[config.mk]
export PLATFORM = sky130hd
export DESIGN_NAME = spi_slave_ring_buffer
export DESIGN_NICKNAME = d
export VERILOG_FILES = /design/src/verilog/spi_slave_pkg.sv /design/src/verilog/spi_slave_ring_buffer.sv
export VERILOG_INCLUDE_DIRS = /design/src /design/src/verilog
export SDC_FILE = /design/constraint.sdc
export NUM_CORES = 1
export LEC_CHECK = 0
export BUFFER_PORTS_ARGS = -buffer_cell sky130_fd_sc_hd__buf_4
export CAP_MARGIN = 15
export CELL_PAD_IN_SITES_DETAIL_PLACEMENT = 0
export CELL_PAD_IN_SITES_GLOBAL_PLACEMENT = 1
export CORE_UTILIZATION = 44
export CTS_CLUSTER_SIZE = 12
export DETAILED_ROUTE_END_ITERATION = 8
export PLACE_DENSITY_LB_ADDON = 0.25
export SLEW_MARGIN = 10
export SYNTH_ARGS = -nofsm -noshare
export SYNTH_HDL_FRONTEND = slang
export SYNTH_SLANG_ARGS = --single-unit
[constraint.sdc]
create_clock -name pclk -period 3.2 [get_ports pclk]
set_clock_uncertainty 0.05 [all_clocks]
set_input_delay 0.48 -clock pclk [delete_from_list [all_inputs] [get_ports pclk]]
set_output_delay 0.48 -clock pclk [all_outputs]
set_load 0.02 [all_outputs]
[src/verilog/spi_slave_cfg.svh]
// Register indices, field positions and reset values of the SPI slave
`ifndef SPI_SLAVE_CFG_SVH
`define SPI_SLAVE_CFG_SVH

// ----------------------------------------------------------------------------
// Register indices (byte address = index * 4)
// ----------------------------------------------------------------------------
`define IDX_SLAVE_CONFIG      16'hFC60
`define IDX_TX_POINTER        16'hFC61
`define IDX_RX_LENGTH         16'hFC62
`define IDX_RX_POINTER        16'hFC63
`define IDX_RING_CONFIG       16'hFC64
`define IDX_RX_CURRENT        16'hFC65
`define IDX_EVENT_STATUS      16'hFC66

// ----------------------------------------------------------------------------
// Field positions
// ----------------------------------------------------------------------------
`define CFG_FAST_SYNC         15
`define CFG_RX_MSB            14
`define CFG_TX_MSB            13
`define TXP_TX_EN             15
`define TXP_RX_EN             14
`define TXP_BUSY              13
`define LEN_PIN_ROUTE         15
`define LEN_TX_EDGE           14
`define RXP_BUSY              13
`define RXP_AUTO              12
`define RB_TX_EN              7
`define RB_TX_SZ              4
`define RB_RX_EN              3
`define RB_RX_SZ              0
`define EV_ENABLE             14
`define EV_TX_HALF2           13
`define EV_TX_HALF1           12
`define EV_RX_HALF2           11
`define EV_RX_HALF1           10
`define EV_ABORT              9
`define EV_STOP               3
`define EV_START              2

// ----------------------------------------------------------------------------
// Masks and reset values
// ----------------------------------------------------------------------------
`define REG_RESET             16'h0000
`define EV_W1C_MASK           16'h3C0C
`define RING_LOCK_BASE        11'h7C0
`define SYNC_RESET            4'hF

`endif

[src/verilog/spi_slave_pkg.sv]
// Types shared by the SPI slave ring buffer design
package spi_slave_pkg;

   typedef enum logic [3:0] {
      TX_IDLE  = 4'b0001,
      TX_LOAD  = 4'b0010,
      TX_FETCH = 4'b0100,
      TX_RUN   = 4'b1000
   } tx_state_t;

   typedef struct packed {
      logic [3:0]  sck_sync;
      logic [3:0]  cs_sync;
      logic [3:0]  mosi_sync;
      logic [15:0] cfg;
      logic [15:0] txptr;
      logic [15:0] rxlen;
      logic [15:0] rxptr;
      logic [15:0] rbuf;
      logic [15:0] evt;
      logic        rx_busy;
      logic [10:0] rx_addr;
      logic [9:0]  rx_count;
      logic [7:0]  rx_shift;
      logic [2:0]  rx_bits;
      logic        rx_half;
      logic [7:0]  rx_hi;
      tx_state_t   tx_state;
      logic [10:0] tx_addr;
      logic [15:0] tx_word;
      logic        tx_lo;
      logic [2:0]  tx_bits;
      logic        miso;
      logic        miso_oe;
      logic        mem_rd;
      logic        mem_wr;
      logic [10:0] mem_wr_addr;
      logic [15:0] mem_wr_data;
      logic [31:0] prdata;
   } slave_state_t;

endpackage

[src/verilog/spi_slave_ring_buffer.sv]
// SPI slave moving bytes between an external master and peripheral word memory
//
// How it works
// Length register bit 15 hands the four shared pins to this slave.
// Config bit 15 shortens input synchronisation for same-clock setups.
// Bit 14 sets receive, bit 13 transmit order; set means MSB first.
// Transmit and receive enables gate data; start/stop events always occur.
// Transmitter busy reads one while transmit enabled and chip select low.
// Transmit data is fetched from the word address in pointer bits 8:0.
// Length bit 14 picks transmit edge: clear falling, set rising.
// Rising-edge transmit is advised above one sixth of core clock.
// Master keeps SPI clock at or below a quarter of core clock.
// At packet end the received byte count loads length bits 9:0.
// Receiver busy bit sets when the receiver goes idle to busy.
// Auto-enable bit makes transmit completion enable the receiver.
// Going busy copies receive start address into the write pointer.
// Read-only current address shows where received data is stored.
// Ring register holds receive enable bit 3 and size bits 2:0.
// Size codes give 64..512 words; upper address bits stay, lower wrap.
// Start event on chip select falling, stop event on rising.
// Ring pointers reaching middle or end of buffer raise events.
// Software loads pointers before setting the matching enable.
// Event request goes out only with the event enable set.
// Abort flag clears at start, sets if stop comes mid-byte.
// Writing one clears an event flag other than abort, writing zero leaves it.
// Received words stored at incrementing pointer; transmit reads consecutive words.
`timescale 1ns/1ps
`default_nettype none
`include "spi_slave_cfg.svh"

module spi_slave_ring_buffer
   import spi_slave_pkg::*;
(
   input  wire logic        pclk,
   input  wire logic        presetn,
   input  wire logic        psel,
   input  wire logic        penable,
   input  wire logic        pwrite,
   input  wire logic [31:0] paddr,
   input  wire logic [31:0] pwdata,
   output var  logic [31:0] prdata,
   output var  logic        pready,
   output var  logic        pslverr,
   input  wire logic        spi_clk,
   input  wire logic        chip_select_n,
   input  wire logic        spi_mosi,
   output var  logic        spi_miso_out,
   output var  logic        spi_miso_oe,
   output var  logic        pin_route_select,
   output var  logic        event_request,
   output var  logic        mem_rd_en,
   output var  logic [10:0] mem_rd_addr,
   input  wire logic [15:0] mem_rd_data,
   output var  logic        mem_wr_en,
   output var  logic [10:0] mem_wr_addr,
   output var  logic [15:0] mem_wr_data
);

   // -------------------------------------------------------------------------
   // Decode helpers
   // -------------------------------------------------------------------------
   function automatic logic [2:0] reg_sel(input logic [31:0] a);
      logic [2:0] s;
      s = 3'd7;
      if (a[1:0] == 2'b00 && a[31:18] == 14'h0000) begin
         case (a[17:2])
            `IDX_SLAVE_CONFIG: s = 3'd0;
            `IDX_TX_POINTER:   s = 3'd1;
            `IDX_RX_LENGTH:    s = 3'd2;
            `IDX_RX_POINTER:   s = 3'd3;
            `IDX_RING_CONFIG:  s = 3'd4;
            `IDX_RX_CURRENT:   s = 3'd5;
            `IDX_EVENT_STATUS: s = 3'd6;
            default:           s = 3'd7;
         endcase
      end
      return s;
   endfunction

   // Codes above 011 fold onto the low two bits
   function automatic logic [10:0] ring_mask(input logic [2:0] sz);
      return ~(`RING_LOCK_BASE << sz[1:0]);
   endfunction

   function automatic logic [10:0] ring_next(input logic [10:0] a, input logic en, input logic [2:0] sz);
      logic [10:0] m;
      m = ring_mask(sz);
      if (en) begin
         return (a & ~m) | ((a + 11'd1) & m);
      end
      return a + 11'd1;
   endfunction

   // {end, middle} of the ring for a freshly advanced pointer
   function automatic logic [1:0] ring_mark(input logic [10:0] a, input logic [2:0] sz);
      logic [10:0] m;
      m = ring_mask(sz);
      return {(a & m) == 11'd0, (a & m) == ((m >> 1) + 11'd1)};
   endfunction

   // -------------------------------------------------------------------------
   // State
   // -------------------------------------------------------------------------
   slave_state_t st_ff;
   slave_state_t nxt_st;

   logic        fast;
   logic        route;
   logic        cs_low;
   logic        cs_low_prev;
   logic        cs_fall;
   logic        cs_rise;
   logic        sck_rise;
   logic        sck_fall;
   logic        mosi_bit;
   logic        shift_edge;
   logic        wr_acc;
   logic [2:0]  sel;
   logic [7:0]  rx_byte;
   logic [7:0]  tx_byte;
   logic [10:0] adv;
   logic [1:0]  mark;
   logic        tx_busy;
   logic        ring_tx_en;
   logic        ring_rx_en;

   always_comb begin
      nxt_st = st_ff;
      nxt_st.mem_rd = 1'b0;
      nxt_st.mem_wr = 1'b0;
      adv = 11'd0;
      mark = 2'b00;
      rx_byte = 8'h00;

      // Stage 0 feeds only stage 1; edges come from later stages
      nxt_st.sck_sync  = {st_ff.sck_sync[2:0], spi_clk};
      nxt_st.cs_sync   = {st_ff.cs_sync[2:0], chip_select_n};
      nxt_st.mosi_sync = {st_ff.mosi_sync[2:0], spi_mosi};

      // Fast mode drops one stage of latency; only safe with a shared clock
      fast = st_ff.cfg[`CFG_FAST_SYNC];
      route = st_ff.rxlen[`LEN_PIN_ROUTE];
      cs_low = route & ~(fast ? st_ff.cs_sync[1] : st_ff.cs_sync[2]);
      cs_low_prev = route & ~(fast ? st_ff.cs_sync[2] : st_ff.cs_sync[3]);
      cs_fall = cs_low & ~cs_low_prev;
      cs_rise = ~cs_low & cs_low_prev;
      sck_rise = cs_low & (fast ? (st_ff.sck_sync[1] & ~st_ff.sck_sync[2])
                                : (st_ff.sck_sync[2] & ~st_ff.sck_sync[3]));
      sck_fall = cs_low & (fast ? (~st_ff.sck_sync[1] & st_ff.sck_sync[2])
                                : (~st_ff.sck_sync[2] & st_ff.sck_sync[3]));
      mosi_bit = fast ? st_ff.mosi_sync[1] : st_ff.mosi_sync[2];
      shift_edge = st_ff.rxlen[`LEN_TX_EDGE] ? sck_rise : sck_fall;
      tx_busy = st_ff.txptr[`TXP_TX_EN] & cs_low;
      ring_tx_en = st_ff.rbuf[`RB_TX_EN];
      ring_rx_en = st_ff.rbuf[`RB_RX_EN];

      // ----------------------------------------------------------------------
      // APB: read data captured in setup, zero wait in access
      // ----------------------------------------------------------------------
      sel = reg_sel(paddr);
      wr_acc = psel & penable & pwrite & (sel != 3'd7);
      if (psel & ~penable) begin
         case (sel)
            3'd0: nxt_st.prdata = {16'h0000, st_ff.cfg};
            3'd1: nxt_st.prdata = {16'h0000, st_ff.txptr[15:14], tx_busy, 4'h0, st_ff.txptr[8:0]};
            3'd2: nxt_st.prdata = {16'h0000, st_ff.rxlen[15:14], 4'h0, st_ff.rxlen[9:0]};
            3'd3: nxt_st.prdata = {16'h0000, 2'b00, st_ff.rx_busy, st_ff.rxptr[12], 3'h0, st_ff.rxptr[8:0]};
            3'd4: nxt_st.prdata = {16'h0000, 8'h00, st_ff.rbuf[7:0]};
            3'd5: nxt_st.prdata = {16'h0000, 7'h00, st_ff.rx_addr[8:0]};
            3'd6: nxt_st.prdata = {16'h0000, st_ff.evt};
            default: nxt_st.prdata = 32'h0000_0000;
         endcase
      end
      if (wr_acc) begin
         case (sel)
            3'd0: nxt_st.cfg = {pwdata[15:13], 13'h0000};
            3'd1: nxt_st.txptr = {pwdata[15:14], 5'h00, pwdata[8:0]};
            3'd2: nxt_st.rxlen = {pwdata[15:14], 4'h0, st_ff.rxlen[9:0]};
            3'd3: nxt_st.rxptr = {3'b000, pwdata[12], 3'h0, pwdata[8:0]};
            3'd4: nxt_st.rbuf = {8'h00, pwdata[7:0]};
            3'd6: begin
               nxt_st.evt[`EV_ENABLE] = pwdata[`EV_ENABLE];
               nxt_st.evt = nxt_st.evt & ~(pwdata[15:0] & `EV_W1C_MASK);
            end
            default: nxt_st.prdata = st_ff.prdata;
         endcase
      end

      // ----------------------------------------------------------------------
      // Hardware events below win over the software clear above
      // ----------------------------------------------------------------------
      if (cs_fall) begin
         nxt_st.evt[`EV_START] = 1'b1;
         nxt_st.evt[`EV_ABORT] = 1'b0;
         nxt_st.rx_bits = 3'd0;
         nxt_st.tx_bits = 3'd0;
         nxt_st.tx_lo = 1'b0;
         nxt_st.rx_half = 1'b0;
         if (st_ff.txptr[`TXP_TX_EN]) begin
            nxt_st.tx_addr = {2'b00, st_ff.txptr[8:0]};
            nxt_st.mem_rd = 1'b1;
            nxt_st.tx_state = TX_LOAD;
            nxt_st.miso_oe = 1'b1;
         end
         if (st_ff.txptr[`TXP_RX_EN]) begin
            nxt_st.rx_busy = 1'b1;
            nxt_st.rx_addr = {2'b00, st_ff.rxptr[8:0]};
            nxt_st.rx_count = 10'd0;
         end
      end

      // ----------------------------------------------------------------------
      // Receive path
      // ----------------------------------------------------------------------
      if (sck_rise) begin
         rx_byte = st_ff.cfg[`CFG_RX_MSB] ? {st_ff.rx_shift[6:0], mosi_bit}
                                          : {mosi_bit, st_ff.rx_shift[7:1]};
         nxt_st.rx_shift = rx_byte;
         nxt_st.rx_bits = st_ff.rx_bits + 3'd1;
         if (st_ff.rx_bits == 3'd7 && st_ff.rx_busy && st_ff.txptr[`TXP_RX_EN]) begin
            nxt_st.rx_count = st_ff.rx_count + 10'd1;
            if (st_ff.rx_half) begin
               // First byte of a pair lands in the high half of the word
               nxt_st.mem_wr = 1'b1;
               nxt_st.mem_wr_addr = st_ff.rx_addr;
               nxt_st.mem_wr_data = {st_ff.rx_hi, rx_byte};
               adv = ring_next(st_ff.rx_addr, ring_rx_en, st_ff.rbuf[2:0]);
               nxt_st.rx_addr = adv;
               mark = ring_mark(adv, st_ff.rbuf[2:0]);
               if (ring_rx_en) begin
                  nxt_st.evt[`EV_RX_HALF1] = st_ff.evt[`EV_RX_HALF1] | mark[0];
                  nxt_st.evt[`EV_RX_HALF2] = st_ff.evt[`EV_RX_HALF2] | mark[1];
               end
               nxt_st.rx_half = 1'b0;
            end else begin
               nxt_st.rx_hi = rx_byte;
               nxt_st.rx_half = 1'b1;
            end
         end
      end

      // ----------------------------------------------------------------------
      // Transmit path
      // ----------------------------------------------------------------------
      tx_byte = st_ff.tx_lo ? st_ff.tx_word[7:0] : st_ff.tx_word[15:8];
      case (st_ff.tx_state)
         TX_IDLE: begin
            if (!cs_fall) begin
               nxt_st.miso = 1'b0;
               nxt_st.miso_oe = 1'b0;
            end
         end
         TX_LOAD: nxt_st.tx_state = TX_FETCH;
         TX_FETCH: begin
            nxt_st.tx_word = mem_rd_data;
            nxt_st.tx_state = TX_RUN;
         end
         TX_RUN: begin
            nxt_st.miso = st_ff.cfg[`CFG_TX_MSB] ? tx_byte[3'd7 - st_ff.tx_bits] : tx_byte[st_ff.tx_bits];
            if (shift_edge) begin
               nxt_st.tx_bits = st_ff.tx_bits + 3'd1;
               if (st_ff.tx_bits == 3'd7) begin
                  nxt_st.tx_lo = ~st_ff.tx_lo;
                  if (st_ff.tx_lo) begin
                     adv = ring_next(st_ff.tx_addr, ring_tx_en, st_ff.rbuf[6:4]);
                     nxt_st.tx_addr = adv;
                     nxt_st.mem_rd = 1'b1;
                     nxt_st.tx_state = TX_LOAD;
                     mark = ring_mark(adv, st_ff.rbuf[6:4]);
                     if (ring_tx_en) begin
                        nxt_st.evt[`EV_TX_HALF1] = st_ff.evt[`EV_TX_HALF1] | mark[0];
                        nxt_st.evt[`EV_TX_HALF2] = st_ff.evt[`EV_TX_HALF2] | mark[1];
                     end
                  end
               end
            end
         end
         default: nxt_st.tx_state = TX_IDLE;
      endcase
      if (!st_ff.txptr[`TXP_TX_EN] && st_ff.tx_state != TX_IDLE) begin
         nxt_st.tx_state = TX_IDLE;
      end

      // ----------------------------------------------------------------------
      // End of frame
      // ----------------------------------------------------------------------
      if (cs_rise) begin
         nxt_st.evt[`EV_STOP] = 1'b1;
         if (st_ff.rx_bits != 3'd0) begin
            nxt_st.evt[`EV_ABORT] = 1'b1;
         end
         if (st_ff.rx_busy) begin
            nxt_st.rx_busy = 1'b0;
            nxt_st.rxlen[9:0] = st_ff.rx_count;
            if (st_ff.rx_half) begin
               // Odd trailing byte is stored with a zero low half
               nxt_st.mem_wr = 1'b1;
               nxt_st.mem_wr_addr = st_ff.rx_addr;
               nxt_st.mem_wr_data = {st_ff.rx_hi, 8'h00};
               nxt_st.rx_addr = ring_next(st_ff.rx_addr, ring_rx_en, st_ff.rbuf[2:0]);
               nxt_st.rx_half = 1'b0;
            end
         end
         if (st_ff.tx_state != TX_IDLE) begin
            nxt_st.tx_state = TX_IDLE;
            nxt_st.miso_oe = 1'b0;
            if (st_ff.rxptr[`RXP_AUTO]) begin
               nxt_st.txptr[`TXP_RX_EN] = 1'b1;
            end
         end
      end
   end

   always_ff @(posedge pclk or negedge presetn) begin
      if (!presetn) begin
         st_ff <= '0;
         st_ff.cs_sync <= `SYNC_RESET;
         st_ff.tx_state <= TX_IDLE;
      end else begin
         st_ff <= nxt_st;
      end
   end

   // -------------------------------------------------------------------------
   // Outputs
   // -------------------------------------------------------------------------
   assign prdata = st_ff.prdata;
   assign pready = 1'b1;
   assign pslverr = psel & penable & (reg_sel(paddr) == 3'd7);
   assign spi_miso_out = st_ff.miso;
   assign spi_miso_oe = st_ff.miso_oe;
   assign pin_route_select = st_ff.rxlen[`LEN_PIN_ROUTE];
   assign event_request = st_ff.evt[`EV_ENABLE] & (|(st_ff.evt & (`EV_W1C_MASK | 16'h0200)));
   assign mem_rd_en = st_ff.mem_rd;
   assign mem_rd_addr = st_ff.tx_addr;
   assign mem_wr_en = st_ff.mem_wr;
   assign mem_wr_addr = st_ff.mem_wr_addr;
   assign mem_wr_data = st_ff.mem_wr_data;

endmodule
`default_nettype wire

==> metrics <==
result of the run complete, but fails checks; violations in the final reports hold timing; post-synthesis to final-layout area growth 14.9%; relative max-transition margin 30.6%; Die X 150 um; mean instance size in the synthesized netlist 10.0 sq um; Fmax achieved 356 MHz; IR drop worst, VDD 0.000381 V; sort of element at the start of the critical path primary input; top-level port count 166; Cell Rows 53; number of nets still failing antenna checks after routing 0; depth of the worst register-to-register path 6; setup repair after global routing missed its margin false; routed wire length per instance 17.9 um; TritonCTS clock tree done; Initial Util 45.6%; number of DRC violations after detailed-routing iteration 0 533; Seq cells post-synth 187; final-layout fill cell count 1963; Hold WS -0.0112 ns; global-route wire length before repair 38.0 mm; setup_tns 0 ns; Clock H-tree levels 4; clock network latency to the later pin of the worst-skew pair 0.45 ns; Tightest Hold Check Type in2async; number of global-route vias before repair 6912; PortBufs 131; total of cells resized after clock tree synthesis 0; critical path capture point type output port; number of hold violations in the final report 9; Placer Congestion 0.838; Synth area leaders dfrtp_1 (47%), mux2_2 (7.1%), nand2_1 (6.1%), buf_4 (5.5%), o21ai_0 (4.6%); HPWL after DPL 17.2 mm; buffer cell driving the clock tree root clkbuf_16; combined area of all synthesized cells 9700 sq um; most frequent cells after synthesis dfrtp_1 (182), nand2_1 (157), o21ai_0 (89); number of distinct library cells after synthesis 71; Num Clock Sinks 187; slew of the pin with the lowest slew margin 1.04 ns; share of final-layout standard cells stronger than drive strength 1 26.2%; max-slew violation count 0; total DRC errors in the routed layout 0; via density per instance 5.51; vias after detailed routing 7283; y dimension of the die 150 um; proportion of netlist area held by the largest area contributor 46.9%; ANT cells 0; clock period minus worst slack 2.81 ns; combined global-route utilization of all metal layers 22.0%; fin crit share 87.9%; CTS clk-pin slew, worst paths 0.07 ns; placeable core region 21300 sq um; cell count after synthesis 966; EDFF count, synth 0; total leakage power 5.18 nW; final wirelength 23.7 mm; number of clock buffers inserted by TritonCTS 17; number of max-cap violations 0; Post-CTS Hold Fix Bufs 0; area leader, netlist dfrtp_1; warning count from the yosys run 0; leftover overflow at the end of global routing 0; required time of the critical path 2.67 ns; proportion of synthesized chip area in sequential cells 48.3%; pin count of the biggest net entering global routing 73; start-to-end type of the worst setup path in2out; antenna violations before repair 0; DRT Pass-1 Iters 5; worst-path fanout max 5; power density over cell area 421 nW/um^2; dominant synthesized flop cell dfrtp_1; die area 22600 sq um; async set or reset register ratio after synthesis 100%; number of failing setup endpoints in the final timing report 0; # Post-CTS Setup Buffers 0; nets 1131; most instantiated library cell after synthesis dfrtp_1; maximum clock insertion buffer count 2; crit path DAT 2.28 ns
## power by group
group | leakage [nW] | switching [mW] | internal, mW
registers | 2.54 | 0.00456 | 2.37
clock network | 0.278 | 0.979 | 1.13
logic | 2.36 | 0.124 | 0.0790
## layout make-up
class / instances / area, sq um / area share [%]
inverter: 20 / 75.1 / 0.673
multi-input combinational: 657 / 4300 / 38.5
clock inverter: 13 / 128 / 1.14
sequential: 187 / 4690 / 42.0
tap: 275 / 344 / 3.09
clock buffer: 19 / 453 / 4.06
timing repair buffer: 151 / 1160 / 10.5
## worst paths after layout
check,startpoint,to,slack (ns)
min in group pclk,spi_clk,nxt_st[245]$_DFF_PN0_,0.10
max in group asynchronous,presetn,st_ff[142]$_DFFE_PN0P_,2.31
setup reg to reg,fast$_DFFE_PN0P_,mem_rd_addr[2]$_DFF_PN0_,0.51
hold / removal,presetn,st_ff[82]$_DFFE_PN0N_,-0.01
setup / recovery,paddr[6],pslverr,0.39
hold reg to reg,nxt_st[237]$_DFF_PN0_,nxt_st[238]$_DFF_PN0_,0.30
## cell usage in the layout, fill, tap and decap left out, drive strengths merged, types with 14 or more instances in the layout
cell      n
nor2     45
a21oi    27
nand3    19
mux2     61
mux2i    32
o21ai    94
clkbuf   20
nand2   158
conb     17
dfrtp   182
inv      27
buf     150
nor3     14
## per-stage QoR
| step | power (mW) | utilization (%) | setup WS, ns | instances | area (sq um) |
|---|---|---|---|---|---|
| final | 4.69 | 52.4 | 0.388 | 1322 | 11100 |
| after global placement | 2.63 | 49.6 | 0.395 | 1290 | 10600 |
| after detailed placement | 2.63 | 49.6 | 0.375 | 1290 | 10600 |
| after floorplan | 2.50 | - | 0.716 | 981 | 9760 |
| after global routing | 4.87 | 52.4 | 0.265 | 1322 | 11100 |
| after CTS | 4.74 | 52.4 | 0.377 | 1322 | 11100 |
## flip-flops by register name, indices dropped and copies added (netlist names)
| name | cells |
|---|---|
| mem_rd_addr | 11 |
| prdata | 16 |
| pin_route_select | 1 |
| mem_rd_en | 1 |
| mem_wr_data | 16 |
| spi_miso_oe | 1 |
| ring_tx_en | 1 |
| st_ff | 116 |
| fast | 1 |
| nxt_st | 9 |
| spi_miso_out | 1 |
| mem_wr_en | 1 |
| ring_rx_en | 1 |
| mem_wr_addr | 11 |
## kinds of logic (layout without fill, tap and decap cells)
family / after synthesis / after routing / share of synthesized area (%)
simple gates: 318 / 318 / 16.1
mux: 103 / 103 / 12.7
fa+ha+maj: 9 / 9 / 1.16
other cells: 2 / 17 / 0.0774
flops: 187 / 187 / 48.3
xor+xnor: 8 / 8 / 0.722
compound gates: 202 / 202 / 12.8
buf+inv: 137 / 203 / 8.15
## critical path: stages
cell and delay, ns:
buf_4 0.11, or4b_2 0.70, nor4_4 0.38, nand3_1 0.23
and3_1 0.24, buf_4 0.15
## routing by layer
layer	vias up	share of wire (%)	GRT usage, %
met4	0	2.1	7.83
met2	182	46	33.6
li1	3500	-	-
met1	3571	47	31.3
met3	30	4.7	4.09
met5	-	0	0
No activity file was read; power rests on OpenSTA's default activity.
